## config.mk

```make
export PLATFORM = sky130hd
export DESIGN_NAME = rxsw_top
export DESIGN_NICKNAME = d
export VERILOG_FILES = /design/src/rxsw_pkg.sv /design/src/rxsw_fifo.sv /design/src/rxsw_ctrl.sv /design/src/rxsw_top.sv
export SDC_FILE = /design/constraint.sdc
export NUM_CORES = 1
export LEC_CHECK = 0
export BUFFER_PORTS_ARGS = -buffer_cell sky130_fd_sc_hd__buf_2
export CAP_MARGIN = 0
export CORE_AREA = 2 2 354 356
export CTS_CLUSTER_DIAMETER = 30
export DETAILED_ROUTE_END_ITERATION = 7
export DIE_AREA = 0 0 356 358
export GPL_ROUTABILITY_DRIVEN = 0
export PLACE_DENSITY = 0.63
export SYNTH_ARGS = -nofsm -noshare
export SYNTH_HDL_FRONTEND = slang
export SYNTH_SLANG_ARGS = --single-unit
export TNS_END_PERCENT = 10
```

## constraint.sdc

```tcl
create_clock -name mclk -period 4.5 [get_ports mclk]
set_clock_uncertainty 0.1 [all_clocks]
set_input_delay 1.35 -clock mclk [delete_from_list [all_inputs] [get_ports mclk]]
set_output_delay 1.35 -clock mclk [all_outputs]
set_load 0.03 [all_outputs]
```

## src/rxsw_pkg.sv

```systemverilog
`default_nettype none
package rxsw_pkg;
    localparam int STAT_W        = 32;
    localparam int DATA_W        = 8;
    localparam int FIFO_DEPTH    = 32;
    localparam int LEN_W         = 14;
    localparam int BIT_FILT      = 30;
    localparam int BIT_LEN_LO    = 16;
    localparam int BIT_SUMM      = 15;
    localparam int BIT_BCAST     = 13;
    localparam int BIT_LENERR    = 12;
    localparam int BIT_RUNT      = 11;
    localparam int BIT_MCAST     = 10;
    localparam int BIT_LONG      = 7;
    localparam int BIT_LATECOL   = 6;
    localparam int BIT_ETYPE     = 5;
    localparam int BIT_WDOG      = 4;
    localparam int BIT_MEDIA     = 3;
    localparam int BIT_DRIBBLE   = 2;
    localparam int BIT_CRC       = 1;
    localparam logic [13:0] RUNT_BYTES   = 14'h0040;
    localparam logic [13:0] HDR_BYTES    = 14'h000e;
    localparam logic [13:0] MAX_BYTES    = 14'h05ee;
    localparam logic [15:0] MAX_PAYLOAD  = 16'h05dc;
    localparam logic [13:0] WDOG_BYTES   = 14'h0800;
    localparam logic [2:0]  DRIB_MII     = 3'h4;
    localparam logic [2:0]  DRIB_10M     = 3'h3;
    localparam logic [31:0] STAT_RESET   = 32'h0000_0000;

    // Per-frame facts reported by the receive MAC at frame end
    typedef struct packed {
        logic        filt_fail;
        logic        bcast;
        logic        mcast;
        logic [15:0] len_type;
        logic        late_col;
        logic        media_err;
        logic        crc_bad;
        logic [2:0]  drib_bits;
        logic        mode_10m;
    } rxsw_end_t;

    function automatic logic [LEN_W-1:0] rxsw_inc(
        input logic [LEN_W-1:0] v);
        rxsw_inc = (v == {LEN_W{1'b1}}) ? v : v + 14'h0001;
    endfunction
endpackage
`default_nettype wire

```

## src/rxsw_fifo.sv

```systemverilog
`default_nettype none
module rxsw_fifo #(
    parameter int WIDTH = 32,
    parameter int DEPTH = 32
) (
    input  wire logic             mclk,
    input  wire logic             rst_n,
    input  wire logic             in_valid,
    output logic                  in_ready,
    input  wire logic [WIDTH-1:0] in_data,
    output logic                  out_valid,
    input  wire logic             out_ready,
    output logic      [WIDTH-1:0] out_data
);
    localparam int AW = $clog2(DEPTH);
    logic [WIDTH-1:0] mem [DEPTH];
    logic [AW-1:0]    wr_q;
    logic [AW-1:0]    rd_q;
    logic [AW:0]      cnt_q;
    wire              push = in_valid && in_ready;
    wire              pop  = out_valid && out_ready;

    assign in_ready  = (cnt_q != (AW+1)'(DEPTH));
    assign out_valid = (cnt_q != '0);
    assign out_data  = mem[rd_q];

    always_ff @(posedge mclk) begin
        if (push) begin
            mem[wr_q] <= in_data;
        end
    end

    always_ff @(posedge mclk or negedge rst_n) begin
        if (!rst_n) begin
            wr_q  <= '0;
            rd_q  <= '0;
            cnt_q <= '0;
        end else begin
            if (push) wr_q <= wr_q + 1'b1;
            if (pop)  rd_q <= rd_q + 1'b1;
            cnt_q <= cnt_q + (AW+1)'(push) - (AW+1)'(pop);
        end
    end
endmodule // rxsw_fifo
`default_nettype wire

```

## src/rxsw_ctrl.sv

```systemverilog
`default_nettype none
module rxsw_ctrl
    import rxsw_pkg::*;
(
    input  wire logic mclk,
    input  wire logic rst_n,
    input  wire logic receive_enable_bit,
    input  wire logic in_frame,
    output logic      rx_active,
    output logic      stop_pulse
);
    typedef enum logic [2:0] {
        RXSW_IDLE = 3'b001,
        RXSW_RUN  = 3'b010,
        RXSW_DRAIN = 3'b100
    } rxsw_st_t;
    rxsw_st_t st_q;
    rxsw_st_t st_d;

    always_comb begin
        st_d = st_q;
        case (st_q)
            RXSW_IDLE:  if (receive_enable_bit) st_d = RXSW_RUN;
            RXSW_RUN:   if (!receive_enable_bit) st_d = RXSW_DRAIN;
            RXSW_DRAIN: if (!in_frame) st_d = RXSW_IDLE;
            default:    st_d = RXSW_IDLE;
        endcase
    end

    always_ff @(posedge mclk or negedge rst_n) begin
        if (!rst_n) begin
            st_q       <= RXSW_IDLE;
            stop_pulse <= 1'b0;
        end else begin
            st_q       <= st_d;
            stop_pulse <= (st_q == RXSW_DRAIN) && (st_d == RXSW_IDLE);
        end
    end
    assign rx_active = (st_q != RXSW_IDLE);
endmodule // rxsw_ctrl
`default_nettype wire

```

## src/rxsw_top.sv

```systemverilog
`default_nettype none
module rxsw_top
    import rxsw_pkg::*;
(
    input  wire logic               mclk,
    input  wire logic               rst_n,
    input  wire logic               receive_enable_bit,
    input  wire logic               pass_bad_frames,
    input  wire logic               rx_start,
    input  wire logic               rx_byte_valid,
    input  wire logic [DATA_W-1:0]  rx_byte,
    input  wire logic               rx_media_err,
    input  wire logic               rx_collision,
    input  wire logic               rx_end,
    input  wire rxsw_end_t          rx_end_info,
    output logic                    rx_byte_ready,
    output logic                    data_valid,
    input  wire logic               data_ready,
    output logic [DATA_W-1:0]       data_word,
    input  wire logic               data_rd,
    input  wire logic               stat_rd,
    output logic                    stat_valid,
    output logic [STAT_W-1:0]       stat_word,
    output logic                    receiver_error_flag,
    output logic                    receiver_stopped_pulse,
    output logic                    rx_running_q
);
    ////////////////////////////////////////////////////////////////////
    // Receiver control
    logic rx_active;
    logic stop_p;
    logic in_frame_q;

    rxsw_ctrl i_rxsw_ctrl (
        .mclk               (mclk),
        .rst_n              (rst_n),
        .receive_enable_bit (receive_enable_bit),
        .in_frame           (in_frame_q),
        .rx_active          (rx_active),
        .stop_pulse         (stop_p)
    );

    ////////////////////////////////////////////////////////////////////
    // Frame counters and sticky per-frame errors
    logic [LEN_W-1:0] len_q;
    logic             media_q;
    logic             late_q;
    logic             wdog_q;
    logic             pending_q;
    logic             dfifo_in_ready;
    logic             dfifo_out_valid;
    logic [DATA_W-1:0] dfifo_out_data;

    wire frame_go  = rx_start && rx_active && !in_frame_q;
    wire byte_take = in_frame_q && rx_byte_valid && dfifo_in_ready;
    wire past_win  = (len_q >= RUNT_BYTES);

    always_ff @(posedge mclk or negedge rst_n) begin
        if (!rst_n) begin
            in_frame_q <= 1'b0;
            len_q      <= '0;
            media_q    <= 1'b0;
            late_q     <= 1'b0;
            wdog_q     <= 1'b0;
        end else if (frame_go) begin
            in_frame_q <= 1'b1;
            len_q      <= '0;
            media_q    <= 1'b0;
            late_q     <= 1'b0;
            wdog_q     <= 1'b0;
        end else if (in_frame_q) begin
            if (byte_take) len_q <= rxsw_inc(len_q);
            if (rx_media_err) media_q <= 1'b1;
            if (rx_collision && past_win) late_q <= 1'b1;
            if (len_q > WDOG_BYTES) wdog_q <= 1'b1;
            if (rx_end) in_frame_q <= 1'b0;
        end
    end

    ////////////////////////////////////////////////////////////////////
    // Status word composition
    // Include the byte taken on the closing cycle
    wire [13:0] len_now   = byte_take ? rxsw_inc(len_q) : len_q;
    wire        media_any = media_q || rx_media_err || rx_end_info.media_err;
    wire        late_any  = late_q || (rx_collision && past_win);
    wire        runt_b    = (len_now < RUNT_BYTES);
    wire        long_b    = (len_now > MAX_BYTES);
    wire        wdog_b    = wdog_q || (len_now > WDOG_BYTES);
    wire        crc_b     = rx_end_info.crc_bad || media_any;
    wire        etype_b   = (len_now >= HDR_BYTES) &&
                            (rx_end_info.len_type > MAX_PAYLOAD);
    wire [15:0] len_ext   = {2'b00, len_now};
    wire        lenerr_b  = !etype_b && (len_now >= HDR_BYTES) &&
                            (rx_end_info.len_type + 16'h000e + 16'h0004
                             != len_ext);
    wire [2:0]  drib_min  = rx_end_info.mode_10m ? DRIB_10M : DRIB_MII;
    wire        drib_b    = !late_any &&
                            ((rx_end_info.mode_10m &&
                              rx_end_info.drib_bits >= drib_min) ||
                             (!rx_end_info.mode_10m &&
                              rx_end_info.drib_bits == drib_min));
    wire        summ_b    = runt_b || long_b || late_any || crc_b;

    logic [STAT_W-1:0] stat_d;
    always_comb begin
        stat_d = STAT_RESET;
        stat_d[BIT_FILT]                    = rx_end_info.filt_fail;
        stat_d[BIT_LEN_LO +: LEN_W]         = len_now;
        stat_d[BIT_SUMM]                    = summ_b;
        stat_d[BIT_BCAST]                   = rx_end_info.bcast;
        stat_d[BIT_LENERR]                  = lenerr_b;
        stat_d[BIT_RUNT]                    = runt_b;
        stat_d[BIT_MCAST]                   = rx_end_info.mcast;
        stat_d[BIT_LONG]                    = long_b;
        stat_d[BIT_LATECOL]                 = late_any;
        stat_d[BIT_ETYPE]                   = etype_b;
        stat_d[BIT_WDOG]                    = wdog_b;
        stat_d[BIT_MEDIA]                   = media_any;
        stat_d[BIT_DRIBBLE]                 = drib_b;
        stat_d[BIT_CRC]                     = crc_b;
    end

    // Runt status words dropped unless pass-bad is set; runt bytes still enter the data FIFO
    wire frame_done = in_frame_q && rx_end;
    wire keep_frame = !runt_b || pass_bad_frames;

    ////////////////////////////////////////////////////////////////////
    // Data FIFO: bytes enter as they arrive, status follows at end
    rxsw_fifo #(.WIDTH(DATA_W), .DEPTH(FIFO_DEPTH)) i_rxsw_fifo (
        .mclk      (mclk),
        .rst_n     (rst_n),
        .in_valid  (byte_take),
        .in_ready  (dfifo_in_ready),
        .in_data   (rx_byte),
        .out_valid (dfifo_out_valid),
        .out_ready (data_ready),
        .out_data  (dfifo_out_data)
    );

    ////////////////////////////////////////////////////////////////////
    // Status FIFO, one word per kept frame, in order
    logic [STAT_W-1:0] smem [FIFO_DEPTH];
    logic [4:0]        s_wr_q;
    logic [4:0]        s_rd_q;
    logic [5:0]        s_cnt_q;
    logic [STAT_W-1:0] pend_word_q;

    wire s_full  = (s_cnt_q == 6'h20);
    wire s_empty = (s_cnt_q == 6'h00);
    // Push the word one cycle after the last byte is written
    wire s_push  = pending_q && !s_full;
    wire s_pop   = stat_rd && !s_empty;
    wire s_over  = pending_q && s_full;
    wire s_under = stat_rd && s_empty;
    wire d_under = data_rd && !dfifo_out_valid;
    wire [STAT_W-1:0] s_head = s_empty ? STAT_RESET : smem[s_rd_q];

    always_ff @(posedge mclk) begin
        if (s_push) begin
            smem[s_wr_q] <= pend_word_q;
        end
    end

    always_ff @(posedge mclk or negedge rst_n) begin
        if (!rst_n) begin
            pending_q   <= 1'b0;
            pend_word_q <= STAT_RESET;
            s_wr_q      <= '0;
            s_rd_q      <= '0;
            s_cnt_q     <= '0;
        end else begin
            pending_q <= frame_done && keep_frame;
            if (frame_done) pend_word_q <= stat_d;
            if (s_push) s_wr_q <= s_wr_q + 5'h01;
            if (s_pop)  s_rd_q <= s_rd_q + 5'h01;
            s_cnt_q <= s_cnt_q + {5'h00, s_push} - {5'h00, s_pop};
        end
    end

    ////////////////////////////////////////////////////////////////////
    // Registered outputs
    always_ff @(posedge mclk or negedge rst_n) begin
        if (!rst_n) begin
            receiver_error_flag    <= 1'b0;
            receiver_stopped_pulse <= 1'b0;
            rx_running_q           <= 1'b0;
            rx_byte_ready          <= 1'b0;
            data_valid             <= 1'b0;
            data_word              <= '0;
            stat_valid             <= 1'b0;
            stat_word              <= STAT_RESET;
        end else begin
            // Sticky; only reset clears it, reception continues
            if (s_over || s_under || d_under)
                receiver_error_flag <= 1'b1;
            receiver_stopped_pulse <= stop_p;
            rx_running_q           <= rx_active;
            rx_byte_ready          <= dfifo_in_ready;
            data_valid             <= dfifo_out_valid;
            data_word              <= dfifo_out_data;
            stat_valid             <= !s_empty;
            stat_word              <= s_head;
        end
    end
endmodule // rxsw_top
`default_nettype wire

```

==> results.json <==
{
  "wl_mm": 117,
  "min_to": "receiver_stopped_pulse",
  "critPathKind": "reg2reg",
  "die_area_um2": 127000,
  "synthCells": 2334,
  "status": "complete, no violations",
  "clkSlewWorstSetupHoldPaths_ns": 0.05,
  "hp-class": "reg2reg",
  "numClockSinks": 1243,
  "die_w_um": 356,
  "die_h_um": 358,
  "rrSetupSlack_ns": 1.14,
  "start_kind": "flop",
  "path_common_cell": "inv_1",
  "cts_tree": "done",
  "grt_overflow": 0,
  "num_rows": 129,
  "tightest_slew_ns": 1.21,
  "grt_usage": 0.185,
  "ios": 92,
  "min_path_cells": 0,
  "syn2layout_area_growth_pct": 23.2,
  "avgSynthCellArea_um2": 21.0,
  "ys_seq_area_frac": 0.749,
  "min_period_ns": 3.36,
  "wl_per_cell_um": 26.1,
  "hpwlAfterDp_mm": 63.5,
  "hp-start": "i_rxsw_ctrl.stop_pulse",
  "postCtsSetupRepairBufs": 0,
  "ys_ff_latch": 1243,
  "stdcell_count": 4464,
  "ant_nets": 0,
  "fmax_mhz": 297,
  "placedCellCount": 4023,
  "ys_types": 73,
  "layout.nets": 2701,
  "drive_gt1_frac": 0.352,
  "slew_headroom": 0.195,
  "final_cell_mix": "edfxtp_1, mux4_2, clkbuf_16",
  "synth_top_area_frac": 0.686,
  "antenna_found_initial": 0,
  "htreeDepth": 4,
  "final-setup-viol-count": 0,
  "fin_crit_sh": 0.747,
  "p_switching_mw": 11.5,
  "async_reset_ff_frac": 0.0990,
  "synth_top_flop_cell": "edfxtp_1",
  "p_per_area_nw_per_um2": 674,
  "n_antenna_cell": 0,
  "leakage_nw": 20.4,
  "endpoint_kind": "flop",
  "syn_area_um2": 49000,
  "finalSetupTns_ns": 0,
  "cts.path.max_buffers": 3,
  "peakVddDrop_uv": 577,
  "r2r_end": "i_rxsw_fifo.mem[0][2]",
  "grt_max_degree": 139,
  "synth_edf_count": 1120,
  "finalPower_mw": 40.7,
  "rr_worst_depth": 9,
  "grt_pass1_vias": 25900,
  "combPwrFrac": 0.193,
  "worstPathArrival_ns": 3.65,
  "firstDrtPassIters": 7,
  "fin_hold_ws_ns": 0.258,
  "seqPwrFrac": 0.370,
  "r2r-start": "i_rxsw_fifo.cnt_q[2]",
  "cts_root_buf": "clkbuf_16",
  "holdBufCountCts": 0,
  "p_sw_frac": 0.282,
  "worstPathMaxFanout": 8,
  "slowest_delay_ns": 0.61,
  "startpoint": "i_rxsw_fifo.cnt_q[2]",
  "clock_latency_ns": 0.82,
  "drv_cap": 0,
  "numCtsBuffers": 231,
  "place_area_um2": 52100,
  "post-route-cell-area_um2": 60400,
  "p_int_mw": 29.2,
  "place.port_buffers": 85,
  "vias": 24500,
  "ctsResizeCount": 0,
  "route.detailed.drc": 0,
  "timing.final.max_slew_violations": 0,
  "cp.required_ns": 4.78,
  "final_common_cell": "edfxtp_1",
  "grt_pass1_wl_mm": 171,
  "hold_violations": 0,
  "drt-initial-drc-count": 2631,
  "viasPerCell": 5.49,
  "clkPwrFrac": 0.436,
  "synthTopCellsByArea": "edfxtp_1, mux4_2, dfrtp_1",
  "nFillCells": 9834,
  "post-synth-top-area-cell": "edfxtp_1",
  "core-area_um2": 123000,
  "rsz0062_at_grt": "no",
  "start_util": 0.398,
  "yosys_warnings": 0,
  "crit_slowest_cell": "nor2_1",
  "worstPathCellList": "inv_1 > ha_1 > and4bb_4 > inv_1 > nand3_1 > inv_1 > nand2_1 > buf_4 > nor2_1"
}
[area by class of cell]
type	count	area, um2	area share
Inverter	42	158	0.00261
Clock inverter	179	2300	0.0381
Multi-Input combinational cell	929	11900	0.197
Clock buffer	262	5970	0.0988
Timing Repair Buffer	172	1270	0.0211
Sequential cell	1243	36700	0.608
Tap cell	1637	2050	0.0339
[logic make-up after synthesis]
logic type	synth area share
and+or+nand+nor	0.0343
DFF	0.749
muxes	0.169
other	0.0000765
AOI/OAI and AO/OA	0.0145
adders and majority gates	0.00949
buffers and inverters	0.0137
xor gates and xnor gates	0.00988
[worst max-delay path, delay by kind of cell, from the launching register on]
family / cells / cell delay (ns)
flops: 1 / 0.35
fa+ha+maj: 1 / 0.23
simple gates: 4 / 1.39
buf+inv: 4 / 0.89
[flip-flops by register name (all words and copies together) (netlist names), 6 cells and up]
name / count
data_word: 8
i_rxsw_fifo.cnt_q: 6
i_rxsw_fifo.mem: 256
len_q: 14
pend_word_q: 27
s_cnt_q: 6
smem: 864
stat_word: 27
[metrics by stage]
step                      worst slack (ns)  utilization
after floorplan                       1.11            -
after global placement               0.623        0.423
after detailed placement             0.622        0.423
after CTS                             1.08        0.490
after global routing                 0.834        0.490
final                                 1.14        0.490
[synthesized netlist by cell type (all sizes together) (4+ instances only)]
cell type,n
mux4,350
mux2,13
or3,5
mux2i,28
and4,6
nor2,125
a31oi,10
a21oi,20
dfrtp,122
nor4,12
xor2,12
o21ai,36
or2,4
xnor3,4
nand3b,4
clkbuf,69
xnor2,33
inv,42
and3,7
nand4,17
and2,10
or3b,5
edfxtp,1120
o21bai,5
buf,55
ha,34
nand3,29
a21o,6
nand2,90
nor3,9
or4,4
[routing by layer]
layer | wire length, um | GRT usage | vias up | part of all wire
met2 | 57800 | 0.301 | 1009 | 0.50
met4 | 3110 | 0.0639 | 0 | 0.027
li1 | - | - | 10300 | -
met5 | 0 | 0 | - | 0
met3 | 8770 | 0.0420 | 213 | 0.075
met1 | 47000 | 0.246 | 13000 | 0.40
[power by group through the flow]
stage                     sequential [mW]  clock, mW  combinational [mW]
after floorplan                      14.6          0                5.73
after global placement               15.2          0                7.83
after detailed placement             15.3          0                7.92
after CTS                            15.1       18.0                7.98
after global routing                 15.2       18.6                8.40
final                                15.1       17.8                7.88
[worst max-delay path by stage]
stage | endpoint | slack [ns] | depth (start not counted)
6_report | i_rxsw_fifo.mem[0][2] | 1.14 | 9
3_5_place_dp | pend_word_q[12] | 0.62 | 8
2_1_floorplan | pend_word_q[12] | 1.11 | 7
4_1_cts | i_rxsw_fifo.mem[0][2] | 1.08 | 9
3_3_place_gp | pend_word_q[12] | 0.62 | 8
5_1_grt | pend_word_q[12] | 0.83 | 11
(Power assumes the default switching activity.)
